$ cat src/design/nfc_pkg.sv
// constants and types shared by the nand flash host controller
package nfc_pkg;

   // ----------------------------------------------------------------
   // clock and pin timing
   // ----------------------------------------------------------------
   localparam int CLK_PERIOD_NS = 25;
   localparam int SYNC_STAGES = 2;
   localparam int T_REA_NS = 35;
   localparam int T_WB_NS = 200;
   localparam int T_BERASE_MAX_MS = 10;
   // read strobe low time: access time rounded up plus synchroniser delay
   localparam int RD_LOW_CYC =
      (T_REA_NS + CLK_PERIOD_NS - 1) / CLK_PERIOD_NS + SYNC_STAGES;
   // quiet time after the last write edge; covers busy onset and tWHR
   localparam int GAP_CYC =
      (T_WB_NS + CLK_PERIOD_NS - 1) / CLK_PERIOD_NS + SYNC_STAGES;
   // longest wait on busy, set by the worst block erase
   localparam int BUSY_TIMEOUT_CYC =
      T_BERASE_MAX_MS * 1000000 / CLK_PERIOD_NS;
   localparam int TMR_W = 24;

   // ----------------------------------------------------------------
   // array geometry and addressing
   // ----------------------------------------------------------------
   localparam int PAGE_BYTES = 528;
   localparam int MAIN_BYTES = 512;
   localparam int SPARE_BYTES = 16;
   localparam int PAGES_PER_BLOCK = 32;
   localparam int BLOCKS = 1024;
   localparam int COL_W = 8;
   localparam int ROW_W = 15;
   localparam int BLK_LSB = 5;
   localparam int LEN_W = 10;
   localparam int PROG_MAX = 3;
   localparam logic [1:0] ADDR_IDX_COL = 2'h0;
   localparam logic [1:0] ADDR_IDX_ROW = 2'h1;
   localparam logic [1:0] ADDR_IDX_LAST = 2'h2;

   // ----------------------------------------------------------------
   // command codes
   // ----------------------------------------------------------------
   localparam logic [7:0] CMD_SERIAL_IN = 8'h80;
   localparam logic [7:0] CMD_READ_LOW = 8'h00;
   localparam logic [7:0] CMD_READ_HIGH = 8'h01;
   localparam logic [7:0] CMD_READ_SPARE = 8'h50;
   localparam logic [7:0] CMD_RESET = 8'hff;
   localparam logic [7:0] CMD_PROG_GO = 8'h10;
   localparam logic [7:0] CMD_ERASE_SETUP = 8'h60;
   localparam logic [7:0] CMD_ERASE_GO = 8'hd0;
   localparam logic [7:0] CMD_STATUS = 8'h70;
   localparam logic [7:0] CMD_IDENT = 8'h90;
   localparam logic [7:0] IDENT_ADDR = 8'h00;

   // ----------------------------------------------------------------
   // types
   // ----------------------------------------------------------------
   typedef enum logic [2:0] {
      OP_READ = 3'h0,
      OP_PROG = 3'h1,
      OP_ERASE = 3'h2,
      OP_STATUS = 3'h3,
      OP_IDENT = 3'h4,
      OP_RESET = 3'h5
   } nfc_op_t;

   typedef enum logic [1:0] {
      RGN_LOW = 2'h0,
      RGN_HIGH = 2'h1,
      RGN_SPARE = 2'h2
   } nfc_region_t;

   typedef struct packed {
      nfc_op_t op;
      nfc_region_t region;
      logic [ROW_W-1:0] row;
      logic [COL_W-1:0] col;
      logic [LEN_W-1:0] len;
   } nfc_req_t;

   typedef struct packed {
      logic timeout;
      logic refused;
   } nfc_resp_t;

   typedef struct packed {
      logic cle;
      logic ale;
      logic ce_n;
      logic we_n;
      logic read_strobe_n;
      logic wp_n;
      logic [7:0] io_out;
      logic io_oe;
   } nfc_pins_t;

endpackage

$ cat src/design/nfc_buf.sv
// two-entry buffer for read data, head register feeds the output
module nfc_buf #(
   parameter int W = 8
) (
   input wire logic ref_clk,
   input wire logic sys_rst,
   input wire logic in_valid,
   input wire logic [W-1:0] in_data,
   output logic in_ready,
   output logic out_valid,
   output logic [W-1:0] out_data,
   input wire logic out_ready
);

   if (W < 1) begin : g_chk
      $error("nfc_buf: width must be at least one");
   end

   logic head_v_q, head_v_d, skid_v_q, skid_v_d;
   logic [W-1:0] head_q, head_d, skid_q, skid_d;

   // --------------------------------------------------------------
   // next entry values: pop moves skid to head, push fills a hole
   // --------------------------------------------------------------
   always_comb begin
      head_v_d = head_v_q;
      head_d = head_q;
      skid_v_d = skid_v_q;
      skid_d = skid_q;
      if (head_v_q && out_ready) begin
         head_v_d = skid_v_q;
         head_d = skid_q;
         skid_v_d = 1'b0;
      end
      if (in_valid && !skid_v_q) begin
         if (!head_v_d) begin
            head_v_d = 1'b1;
            head_d = in_data;
         end else begin
            skid_v_d = 1'b1;
            skid_d = in_data;
         end
      end
   end

   // entry registers
   always_ff @(posedge ref_clk) begin
      if (sys_rst) begin
         head_v_q <= 1'b0;
         skid_v_q <= 1'b0;
         head_q <= '0;
         skid_q <= '0;
      end else begin
         head_v_q <= head_v_d;
         skid_v_q <= skid_v_d;
         head_q <= head_d;
         skid_q <= skid_d;
      end
   end

   assign in_ready = !skid_v_q; // full only when both entries hold
   assign out_valid = head_v_q;
   assign out_data = head_q;

endmodule // nfc_buf

$ cat src/design/nfc_ctrl.sv
// host controller that drives a nand flash through its pins
module nfc_ctrl #(
   parameter int BUSY_TIMEOUT = nfc_pkg::BUSY_TIMEOUT_CYC
) (
   input wire logic ref_clk,
   input wire logic sys_rst,
   input wire logic req_valid,
   input wire nfc_pkg::nfc_req_t req,
   output logic req_ready,
   input wire logic wr_valid,
   input wire logic [7:0] wr_data,
   output logic wr_ready,
   output logic rd_valid,
   output logic [7:0] rd_data,
   input wire logic rd_ready,
   output logic done,
   output nfc_pkg::nfc_resp_t resp,
   input wire logic wp_allow,
   output nfc_pkg::nfc_pins_t pins,
   input wire logic [7:0] io_in,
   input wire logic ready_busy_n
);

   if (BUSY_TIMEOUT < 2 || BUSY_TIMEOUT >= (1 << nfc_pkg::TMR_W)) begin : g_chk
      $error("nfc_ctrl: busy timeout out of counter range");
   end

   typedef enum logic [2:0] {
      ST_IDLE = 3'h0,
      ST_CMD = 3'h1,
      ST_ADDR = 3'h2,
      ST_WDATA = 3'h3,
      ST_GAP = 3'h4,
      ST_BUSY = 3'h5,
      ST_RDATA = 3'h6,
      ST_DONE = 3'h7
   } nfc_state_t;

   localparam logic [nfc_pkg::TMR_W-1:0] TMR_ONE = 24'h00_0001;
   localparam logic [nfc_pkg::TMR_W-1:0] GAP_LOAD =
      nfc_pkg::TMR_W'(nfc_pkg::GAP_CYC);
   localparam logic [nfc_pkg::TMR_W-1:0] RD_LOAD =
      nfc_pkg::TMR_W'(nfc_pkg::RD_LOW_CYC);
   localparam logic [nfc_pkg::TMR_W-1:0] BUSY_LOAD =
      nfc_pkg::TMR_W'(BUSY_TIMEOUT);
   localparam logic [nfc_pkg::LEN_W-1:0] LEN_ONE = 10'h001;
   localparam logic [nfc_pkg::LEN_W-1:0] LEN_IDENT = 10'h002;
   localparam logic [nfc_pkg::LEN_W-1:0] LEN_PAGE =
      nfc_pkg::LEN_W'(nfc_pkg::PAGE_BYTES);
   localparam logic [1:0] PCNT_MAX = 2'(nfc_pkg::PROG_MAX);

   nfc_state_t st_q, st_d;
   logic ph_q, ph_d, second_q, second_d;
   logic [nfc_pkg::TMR_W-1:0] tmr_q, tmr_d;
   logic [nfc_pkg::LEN_W-1:0] cnt_q, cnt_d;
   logic [1:0] aidx_q, aidx_d, pcnt_q, pcnt_d;
   logic [nfc_pkg::ROW_W-1:0] last_row_q, last_row_d;
   nfc_pkg::nfc_req_t cur_q, cur_d;
   nfc_pkg::nfc_resp_t resp_q, resp_d;
   nfc_pkg::nfc_pins_t pin_q, pin_d;
   logic req_ready_q, req_ready_d, wr_ready_q, wr_ready_d, done_q, done_d;
   logic [7:0] io_s1_q, io_s2_q;
   logic rb_s1_q, rb_s2_q;
   logic push, buf_ready;
   logic [7:0] cmd_byte, addr_byte;
   logic [1:0] addr_last;

   // ------------------------------
   // byte selection for command and address cycles
   // ------------------------------
   always_comb begin
      cmd_byte = nfc_pkg::CMD_RESET;
      if (second_q) begin
         if (cur_q.op == nfc_pkg::OP_PROG) begin
            cmd_byte = nfc_pkg::CMD_PROG_GO;
         end else begin
            cmd_byte = nfc_pkg::CMD_ERASE_GO;
         end
      end else begin
         case (cur_q.op)
            nfc_pkg::OP_READ: begin
               case (cur_q.region)
                  nfc_pkg::RGN_HIGH: cmd_byte = nfc_pkg::CMD_READ_HIGH;
                  nfc_pkg::RGN_SPARE: cmd_byte = nfc_pkg::CMD_READ_SPARE;
                  default: cmd_byte = nfc_pkg::CMD_READ_LOW;
               endcase
            end
            nfc_pkg::OP_PROG: cmd_byte = nfc_pkg::CMD_SERIAL_IN;
            nfc_pkg::OP_ERASE: cmd_byte = nfc_pkg::CMD_ERASE_SETUP;
            nfc_pkg::OP_STATUS: cmd_byte = nfc_pkg::CMD_STATUS;
            nfc_pkg::OP_IDENT: cmd_byte = nfc_pkg::CMD_IDENT;
            default: cmd_byte = nfc_pkg::CMD_RESET;
         endcase
      end
      // column, row low byte, row high bits with line 8 low
      case (aidx_q)
         nfc_pkg::ADDR_IDX_COL: addr_byte = cur_q.col;
         nfc_pkg::ADDR_IDX_ROW: addr_byte = cur_q.row[7:0];
         default: addr_byte = {1'b0, cur_q.row[14:8]};
      endcase
      addr_last = (cur_q.op == nfc_pkg::OP_IDENT) ?
         nfc_pkg::ADDR_IDX_COL : nfc_pkg::ADDR_IDX_LAST;
   end

   // ------------------------------
   // sequencer: next state, pin values and bookkeeping
   // ------------------------------
   always_comb begin
      st_d = st_q;
      ph_d = ph_q;
      second_d = second_q;
      tmr_d = tmr_q;
      cnt_d = cnt_q;
      aidx_d = aidx_q;
      pcnt_d = pcnt_q;
      last_row_d = last_row_q;
      cur_d = cur_q;
      resp_d = resp_q;
      req_ready_d = 1'b0;
      wr_ready_d = 1'b0;
      done_d = 1'b0;
      push = 1'b0;
      // idle pin levels: strobes high, latches low, port released
      pin_d = pin_q;
      pin_d.cle = 1'b0;
      pin_d.ale = 1'b0;
      pin_d.we_n = 1'b1;
      pin_d.read_strobe_n = 1'b1;
      pin_d.io_oe = 1'b0;
      pin_d.ce_n = 1'b0;
      pin_d.wp_n = wp_allow;
      case (st_q)
         ST_IDLE: begin
            pin_d.ce_n = 1'b1;
            req_ready_d = 1'b1;
            if (req_valid && req_ready_q) begin
               req_ready_d = 1'b0;
               cur_d = req;
               resp_d = '0;
               second_d = 1'b0;
               ph_d = 1'b0;
               aidx_d = (req.op == nfc_pkg::OP_ERASE) ?
                  nfc_pkg::ADDR_IDX_ROW : nfc_pkg::ADDR_IDX_COL;
               cnt_d = req.len;
               st_d = ST_CMD;
               if (req.op == nfc_pkg::OP_STATUS) begin
                  cnt_d = LEN_ONE;
               end
               if (req.op == nfc_pkg::OP_IDENT) begin
                  cnt_d = LEN_IDENT;
                  cur_d.col = nfc_pkg::IDENT_ADDR;
               end
               if ((req.op == nfc_pkg::OP_READ || req.op == nfc_pkg::OP_PROG)
                   && (req.len == '0 || req.len > LEN_PAGE)) begin
                  resp_d.refused = 1'b1;
                  st_d = ST_DONE;
               end else if (req.op == nfc_pkg::OP_PROG) begin
                  if (req.row != last_row_q) begin
                     last_row_d = req.row;
                     pcnt_d = 2'h1;
                  end else if (pcnt_q == PCNT_MAX) begin
                     resp_d.refused = 1'b1;
                     st_d = ST_DONE;
                  end else begin
                     pcnt_d = pcnt_q + 2'h1;
                  end
               end else if (req.op == nfc_pkg::OP_ERASE &&
                  req.row[14:nfc_pkg::BLK_LSB] ==
                  last_row_q[14:nfc_pkg::BLK_LSB]) begin
                  pcnt_d = 2'h0;
               end
            end
         end
         ST_CMD: begin
            pin_d.cle = 1'b1;
            pin_d.io_out = cmd_byte;
            pin_d.io_oe = 1'b1;
            pin_d.we_n = ph_q;
            ph_d = !ph_q;
            if (ph_q) begin
               if (second_q || cur_q.op == nfc_pkg::OP_RESET ||
                   cur_q.op == nfc_pkg::OP_STATUS) begin
                  st_d = ST_GAP;
                  tmr_d = GAP_LOAD;
               end else begin
                  st_d = ST_ADDR;
               end
            end
         end
         ST_ADDR: begin
            pin_d.ale = 1'b1;
            pin_d.io_out = addr_byte;
            pin_d.io_oe = 1'b1;
            pin_d.we_n = ph_q;
            ph_d = !ph_q;
            if (ph_q) begin
               aidx_d = aidx_q + 2'h1;
               if (aidx_q == addr_last) begin
                  case (cur_q.op)
                     nfc_pkg::OP_PROG: begin
                        st_d = ST_WDATA;
                        wr_ready_d = 1'b1;
                     end
                     nfc_pkg::OP_ERASE: begin
                        st_d = ST_CMD;
                        second_d = 1'b1;
                     end
                     default: begin
                        st_d = ST_GAP;
                        tmr_d = GAP_LOAD;
                     end
                  endcase
               end
            end
         end
         ST_WDATA: begin
            pin_d.io_oe = 1'b1;
            if (!ph_q) begin
               wr_ready_d = 1'b1;
               if (wr_valid && wr_ready_q) begin
                  wr_ready_d = 1'b0;
                  pin_d.io_out = wr_data;
                  pin_d.we_n = 1'b0;
                  ph_d = 1'b1;
               end
            end else begin
               ph_d = 1'b0;
               cnt_d = cnt_q - LEN_ONE;
               if (cnt_q == LEN_ONE) begin
                  st_d = ST_CMD;
                  second_d = 1'b1;
               end else begin
                  wr_ready_d = 1'b1;
               end
            end
         end
         ST_GAP: begin
            tmr_d = tmr_q - TMR_ONE;
            if (tmr_q == TMR_ONE) begin
               if (second_q || cur_q.op == nfc_pkg::OP_RESET ||
                   cur_q.op == nfc_pkg::OP_READ) begin
                  st_d = ST_BUSY;
                  tmr_d = BUSY_LOAD;
               end else begin
                  st_d = ST_RDATA;
               end
            end
         end
         ST_BUSY: begin
            // chip select held low, nothing issued until ready
            tmr_d = tmr_q - TMR_ONE;
            if (rb_s2_q) begin
               st_d = (cur_q.op == nfc_pkg::OP_READ && !second_q) ?
                  ST_RDATA : ST_DONE;
            end else if (tmr_q == TMR_ONE) begin
               resp_d.timeout = 1'b1;
               st_d = ST_DONE;
            end
         end
         ST_RDATA: begin
            if (!ph_q) begin
               // start a byte only when the buffer has room
               if (buf_ready) begin
                  pin_d.read_strobe_n = 1'b0;
                  tmr_d = RD_LOAD;
                  ph_d = 1'b1;
               end
            end else begin
               tmr_d = tmr_q - TMR_ONE;
               pin_d.read_strobe_n = 1'b0;
               if (tmr_q == TMR_ONE) begin
                  push = 1'b1;
                  pin_d.read_strobe_n = 1'b1;
                  ph_d = 1'b0;
                  cnt_d = cnt_q - LEN_ONE;
                  if (cnt_q == LEN_ONE) begin
                     st_d = ST_DONE;
                  end
               end
            end
         end
         ST_DONE: begin
            pin_d.ce_n = 1'b1;
            done_d = 1'b1;
            ph_d = 1'b0;
            st_d = ST_IDLE;
         end
         default: st_d = ST_IDLE;
      endcase
   end

   // ------------------------------
   // registers and pin synchronisers
   // ------------------------------
   always_ff @(posedge ref_clk) begin
      io_s1_q <= io_in;
      io_s2_q <= io_s1_q;
      rb_s1_q <= ready_busy_n;
      rb_s2_q <= rb_s1_q;
      if (sys_rst) begin
         st_q <= ST_IDLE;
         ph_q <= 1'b0;
         second_q <= 1'b0;
         tmr_q <= '0;
         cnt_q <= '0;
         aidx_q <= 2'h0;
         pcnt_q <= 2'h0;
         last_row_q <= '0;
         cur_q <= '0;
         resp_q <= '0;
         req_ready_q <= 1'b0;
         wr_ready_q <= 1'b0;
         done_q <= 1'b0;
         pin_q <= '{cle: 1'b0, ale: 1'b0, ce_n: 1'b1, we_n: 1'b1,
                    read_strobe_n: 1'b1, wp_n: 1'b0, io_out: 8'h00,
                    io_oe: 1'b0};
      end else begin
         st_q <= st_d;
         ph_q <= ph_d;
         second_q <= second_d;
         tmr_q <= tmr_d;
         cnt_q <= cnt_d;
         aidx_q <= aidx_d;
         pcnt_q <= pcnt_d;
         last_row_q <= last_row_d;
         cur_q <= cur_d;
         resp_q <= resp_d;
         req_ready_q <= req_ready_d;
         wr_ready_q <= wr_ready_d;
         done_q <= done_d;
         pin_q <= pin_d;
      end
   end

   // read data path through the two-entry buffer
   nfc_buf #(
      .W(8)
   ) u_buf (
      .ref_clk(ref_clk),
      .sys_rst(sys_rst),
      .in_valid(push),
      .in_data(io_s2_q),
      .in_ready(buf_ready),
      .out_valid(rd_valid),
      .out_data(rd_data),
      .out_ready(rd_ready)
   );

   assign req_ready = req_ready_q;
   assign wr_ready = wr_ready_q;
   assign done = done_q;
   assign resp = resp_q;
   assign pins = pin_q;

endmodule // nfc_ctrl

$ cat config.mk
export PLATFORM = sky130hd
export DESIGN_NAME = nfc_ctrl
export DESIGN_NICKNAME = d
export VERILOG_FILES = /design/src/design/nfc_pkg.sv /design/src/design/nfc_buf.sv /design/src/design/nfc_ctrl.sv
export SDC_FILE = /design/constraint.sdc
export NUM_CORES = 1
export LEC_CHECK = 0
export ABC_AREA = 1
export ABC_CLOCK_PERIOD_IN_PS = 2190
export BUFFER_PORTS_ARGS = -buffer_cell sky130_fd_sc_hd__buf_2
export CAP_MARGIN = 30
export CORE_UTILIZATION = 32
export CTS_CLUSTER_SIZE = 28
export DETAILED_ROUTE_END_ITERATION = 16
export REMOVE_ABC_BUFFERS = 1
export SYNTH_ARGS = -nofsm -noshare
export SYNTH_HDL_FRONTEND = slang
export SYNTH_HIERARCHICAL = 1
export SYNTH_SLANG_ARGS = --single-unit
$ cat constraint.sdc
create_clock -name ref_clk -period 2.19 [get_ports ref_clk]
set_clock_uncertainty 0.2 [all_clocks]
set_input_delay 0.438 -clock ref_clk [delete_from_list [all_inputs] [get_ports ref_clk]]
set_output_delay 0.438 -clock ref_clk [all_outputs]
set_load 0.005 [all_outputs]
[After elaboration in Yosys (flattened, before gate mapping)]
Cells that the tools add are included.
Cells by class
  multiplexer cells: 104
  reductions and logical operators: 45
  $lt $le $gt $ge: 1
  bitwise gates (word level): 3
  equal/unequal tests: 45
  add/sub/neg operators: 4
Operators by type and width (count)
  $mux 24: 9
  $pmux 24 s5: 1
  $mux 8: 8
  $mux 10: 6
  $mux 3: 17
  $mux 1: 41
  $pmux 8 s5: 1
  $ne 2x2->1 const B: 17
  $pmux 10 s3: 1
  $pmux 9 s3: 1
  $eq 24x1->1 const B: 1
  $pmux 3 s8: 1
  $sub 24x1->24 const B: 1
  $eq 3x3->1 const B: 7
  $eq 3x2->1 const B: 6
  $mux 2: 9
  $pmux 8 s2: 1
  $ne 15x15->1: 1
  $reduce_and 5->1: 3
  $pmux 7 s2: 1
  $reduce_and 7->1: 2
  $reduce_and 11->1: 1
  $eq 10x1->1 const B: 1
  $eq 10x10->1: 1
  27 further kinds: 64
Word-level totals
  bits of input ports: 61
  logic and storage cells: 235
  flip-flop bits (word level): 142
  output and inout bits: 29

[Depth between registers and ports, before layout]
  depth after elaboration: 7
  depth in mapped cells: 14
  depth with buffers taken out: 13

[Modules after synthesis]
Netlist, hierarchy kept.
By module, submodules not included
  nfc_ctrl: cells an instance 928, area each 6258.5 um2, instances 1, seq. area each 2482.4 um2
  nfc_buf: cells an instance 136, area each 888.4 um2, instances 1, seq. area each 360.3 um2

[Worst setup path before layout]
OpenSTA, ideal clock, no wires.
  kind: flip-flop to flip-flop
  start point: reg tmr_q[8] (netlist bit)
  end point: reg u_buf.skid_q[3]
  period minus slack after synthesis: 1831 ps
  cell stages (with the launch flop): 12
  data required time: 1877 ps
  buffers on the path: 1
  data arrival time: 1518 ps
  library setup time: 113 ps
  slack: 359 ps
  path through: dfxtp_1 nor2_1 nand2_1 nor2_1 nand4_1 nor2_1 inv_1 nor2_2 nand3_4 buf_6 nor2_1 nor2_1
Between the ends
  longest elaborated chain between the ends: 6
Ends and longest elaborated chain
  start, declared: RTL line nfc_ctrl.sv:54  | logic [nfc_pkg::TMR_W-1:0] tmr_q, tmr_d;
  start signal, assigned: RTL line nfc_ctrl.sv:321  | tmr_q <= tmr_d;
  $eq 24x1->1: RTL line nfc_ctrl.sv:271  | if (tmr_q == TMR_ONE) begin
  $mux 1: RTL line nfc_ctrl.sv:271
  $mux 1: RTL line nfc_ctrl.sv:261  | if (!ph_q) begin
  $mux 1: RTL line nfc_ctrl.sv:132  | case (st_q)
  net push: RTL line nfc_ctrl.sv:64  | logic push, buf_ready;
  $logic_and 1x1->1: RTL line nfc_buf.sv:35  | if (in_valid && !skid_v_q) begin
  $reduce_and 2->1 (no line)
  end signal, assigned: RTL line nfc_buf.sv:57  | skid_q <= skid_d;
  end, declared: RTL line nfc_buf.sv:20  | logic [W-1:0] head_q, head_d, skid_q, skid_d;
The timed path passes the listed nets, and every way through them passes these cells.
A chain may end at the register's enable or synchronous reset.

[Final worst setup path]
  start point: reg cnt_q[1] (netlist bit)
  end point: reg st_q[1]
Between the ends
  longest elaborated chain between the ends: 3
  elaborated cells on any way between the ends: 4
  classes of those cells: 3 x eq/ne; 1 x reduce/logical
Ends and longest elaborated chain
  start, declared: RTL line nfc_ctrl.sv:55  | logic [nfc_pkg::LEN_W-1:0] cnt_q, cnt_d;
  start signal, assigned: RTL line nfc_ctrl.sv:322  | cnt_q <= cnt_d;
  $eq 10x1->1 (*): RTL line nfc_ctrl.sv:229, nfc_ctrl.sv:276
  $ne 2x2->1 (no line)
  $reduce_and 11->1 (no line) (*)
  end signal, assigned: RTL line nfc_ctrl.sv:318  | st_q <= st_d;
  end, declared: RTL line nfc_ctrl.sv:52  | nfc_state_t st_q, st_d;
Every way passes the cells marked *; elsewhere a longest branch is shown, timed or not.

==> flow_metrics.py <==
metrics = {
    "run_status": {
        "status": "finished clean",
    },
    "global_routing": {
        "grt_pass1_vias": 6532,
        "grt_pass1_wl_mm": 32.6,
        "grtUsageTotal_pct": 18.4,
        "overflow": 0,
        "antenna_found_initial": 1,
        "grt_max_degree": 60,
    },
    "yosys": {
        "synth-simple-area-share_pct": 31.6,
        "synth_edf_count": 0,
        "synth_top_cell_by_area": "dfxtp_1",
        "ys_seq_area_share_pct": 39.8,
        "yosysWarnings": 6,
        "synth_xor_area_share_pct": 1.23,
        "synth_compound_area_share_pct": 16.2,
        "async_flop_share_pct": 0,
        "synth.area.top_cells": "dfxtp_1 40%, nand2_1 13%, nor2_1 8.0%",
        "netlist_instances": 1064,
        "synth-seq-cells": 142,
        "synth-main-ff-cell": "dfxtp_1",
        "synth.area.mux_share_pct": 0,
        "yosysMostFrequentCell": "nand2_1",
        "yosysUniqueCellTypes": 44,
        "synth_area_sq_um": 7150,
        "synth_top_area_share_pct": 39.8,
        "avgSynthCellArea_sq_um": 6.72,
        "synth_adder_area_share_pct": 1.23,
        "synth_top_family_by_area": "simple AND/OR/NAND/NOR gates",
        "synth_common_cells": "238 x nand2_1, 152 x nor2_1, 142 x dfxtp_1, 131 x inv_1, 91 x a21oi_1",
    },
    "flow_run": {
        "max_cap_violations": 0,
    },
    "cts": {
        "cts_root_buffer": "clkbuf_16",
        "cts_setup_buffers": 0,
        "cts-buffers-inserted": 17,
        "htreeDepth": 4,
        "cts.path.max_buffers": 2,
        "clkLatencyLatePin_ns": 0.43,
        "cts_sinks": 142,
        "cts.clk_slew.worst_paths_ns": 0.06,
        "cts_tree": "built",
    },
    "route": {
        "route.vias.total": 7060,
        "post-route-drc-count": 0,
        "antenna_left": 0,
        "avgViaCountPerCell": 4.78,
        "routed_wl_mm": 20.2,
        "drtIter0Drc": 343,
        "wl_per_cell_um": 13.7,
        "dr.pass1.iters": 6,
    },
    "placed_design": {
        "port_buffers": 89,
        "gp_congestion": 0.880,
        "place_area_sq_um": 8070,
        "dp_hpwl_mm": 14.8,
        "dpl_worst_slack_ns": 0.0671,
    },
    "setup_path": {
        "setup.worst_path.start_class": "register",
        "required_ns": 2.32,
        "r2r_setup_slack_ns": 0.11,
        "critPathKind": "reg -> reg",
        "cp-end-kind": "register",
        "cp.arrival_ns": 2.21,
        "crit_fanout": 5,
    },
    "sta": {
        "layout_min_cycle_time_ns": 2.08,
        "min_period_over_period_pct": 94.9,
        "setup_ws_ns": 0.112,
        "finalHoldViolCount": 0,
        "rsz0062_at_grt": "true",
        "finalSetupViolations": 0,
        "maxSlewHeadroom_pct": 74.6,
        "slew_violations": 0,
        "fmax_mhz": 481,
        "tightest_slew_ns": 0.378,
    },
    "layout": {
        "final_area_sq_um": 8830,
        "syn_to_final_growth_pct": 23.5,
        "drive_above_1_share_pct": 17.1,
        "fin_util_pct": 40.3,
        "fin_nets": 1251,
        "fill_cells": 2327,
    },
    "die": {
        "die_w_um": 151,
        "ios": 90,
        "dieArea_sq_um": 22900,
        "start_util_pct": 32.6,
        "rows": 54,
        "core_area_sq_um": 21900,
        "die_y_um": 151,
    },
    "power_and_ir_drop": {
        "p_leak_nw": 4.09,
        "vdd_ir_drop_max_uv": 608,
        "p_total_w": 0.0120,
        "powerDensity_nw_per_um2": 1360,
    },
    "worst_hold_path": {
        "hold_path_class": "in -> reg",
    },
}
[placed cells by master (no fill, tap or decap), types with 3 or more instances in the layout]
cell type	count
ha_1	7
o211ai_1	5
a21oi_1	91
a211oi_1	10
nand3_1	68
clkinv_4	3
buf_12	4
nand2_2	5
nor2_4	4
nor2_1	144
dfxtp_2	4
o22ai_1	3
buf_4	29
dlygate4sd3_1	9
nand3b_1	9
nor3_1	11
a31oi_1	6
a22oi_1	5
o21ai_0	77
xor2_1	6
nor4_1	3
inv_2	8
nand4_1	12
inv_1	131
nor2_2	11
inv_6	4
buf_2	89
nand2_4	5
o21bai_1	5
nand2_1	237
nand3_2	4
o21a_1	4
clkbuf_16	17
dfxtp_1	138
xnor2_1	4
[worst max-delay path: stages (launching register included)]
cell and delay [ns]:
dfxtp_1 0.29, inv_1 0.10, ha_1 0.17, nor3b_1 0.32, nand3_2 0.18, a21oi_1 0.24, nand3_2 0.17, inv_1 0.11
nand3_1 0.07, nand2_1 0.09, inv_1 0.04
[worst paths after layout]
path,end,start,depth (start not counted)
setup / recovery,st_q[1],cnt_q[1],10
setup reg to reg,st_q[1],cnt_q[1],10
hold / removal,pins[9],wp_allow,3
hold reg to reg,io_s2_q[1],io_s1_q[1],0
[what timing repair did]
| item | in CTS | in global routing |
|---|---|---|
| endpoints found under the hold margin | 9 | 0 |
| hold buffers | 9 | 0 |
| gates resized for setup | 0 | 20 |
| setup endpoints to repair | 0 | 55 |
[per-stage QoR]
step                hold WS [ns]  std cells  TNS (ns)
floorplan                  0.110       1031    -19.88
global placement           0.110       1434         0
detailed placement         0.114       1434         0
CTS                       0.0567       1475         0
global route              0.0652       1477    -0.144
finish                    0.0466       1477         0
[report_power, final]
part	total (W)	internal [W]	leakage, nW	switching, W
Sequential	0.00356	0.00312	1.16	0.000434
Combinational	0.00546	0.00195	2.63	0.00351
Clock	0.00295	0.00173	0.290	0.00122
[per-layer routing]
metal	vias to the layer above	share of wire (%)	wire length (um)	GRT usage [%]
met5	-	0	0	0
met4	0	2.1	433	6.85
met3	33	4.9	999	3.40
met2	184	46	9210	29.7
met1	3162	47	9560	24.3
li1	3681	-	-	-
[cell families after synthesis]
group,after synthesis
simple gates,520
flops,142
fa+ha+maj,7
xor+xnor,10
compound gates,212
buf+inv,173
[flip-flops by register name (all words and copies together) (netlist names), 2 cells and up]
register and count:
u_buf/out_data 8, io_s2_q 8, resp 2, cur_q 28
tmr_q 24, st_q 3, cnt_q 10, last_row_q 15
aidx_q 2, pins 15, u_buf/skid_q 8, pcnt_q 2
io_s1_q 8
[final cells by class]
cell class / instances / area (sq um) / area share [%]
clock buffers: 18 / 439 / 4.97
well taps: 280 / 350 / 3.97
diodes: 1 / 2.50 / 0.0283
flip-flops and latches: 142 / 2850 / 32.3
inverters: 140 / 528 / 5.98
multi-input cells: 750 / 3660 / 41.4
repair buffers: 132 / 845 / 9.57
clock inverters: 14 / 158 / 1.79
(Power assumes the default switching activity.)
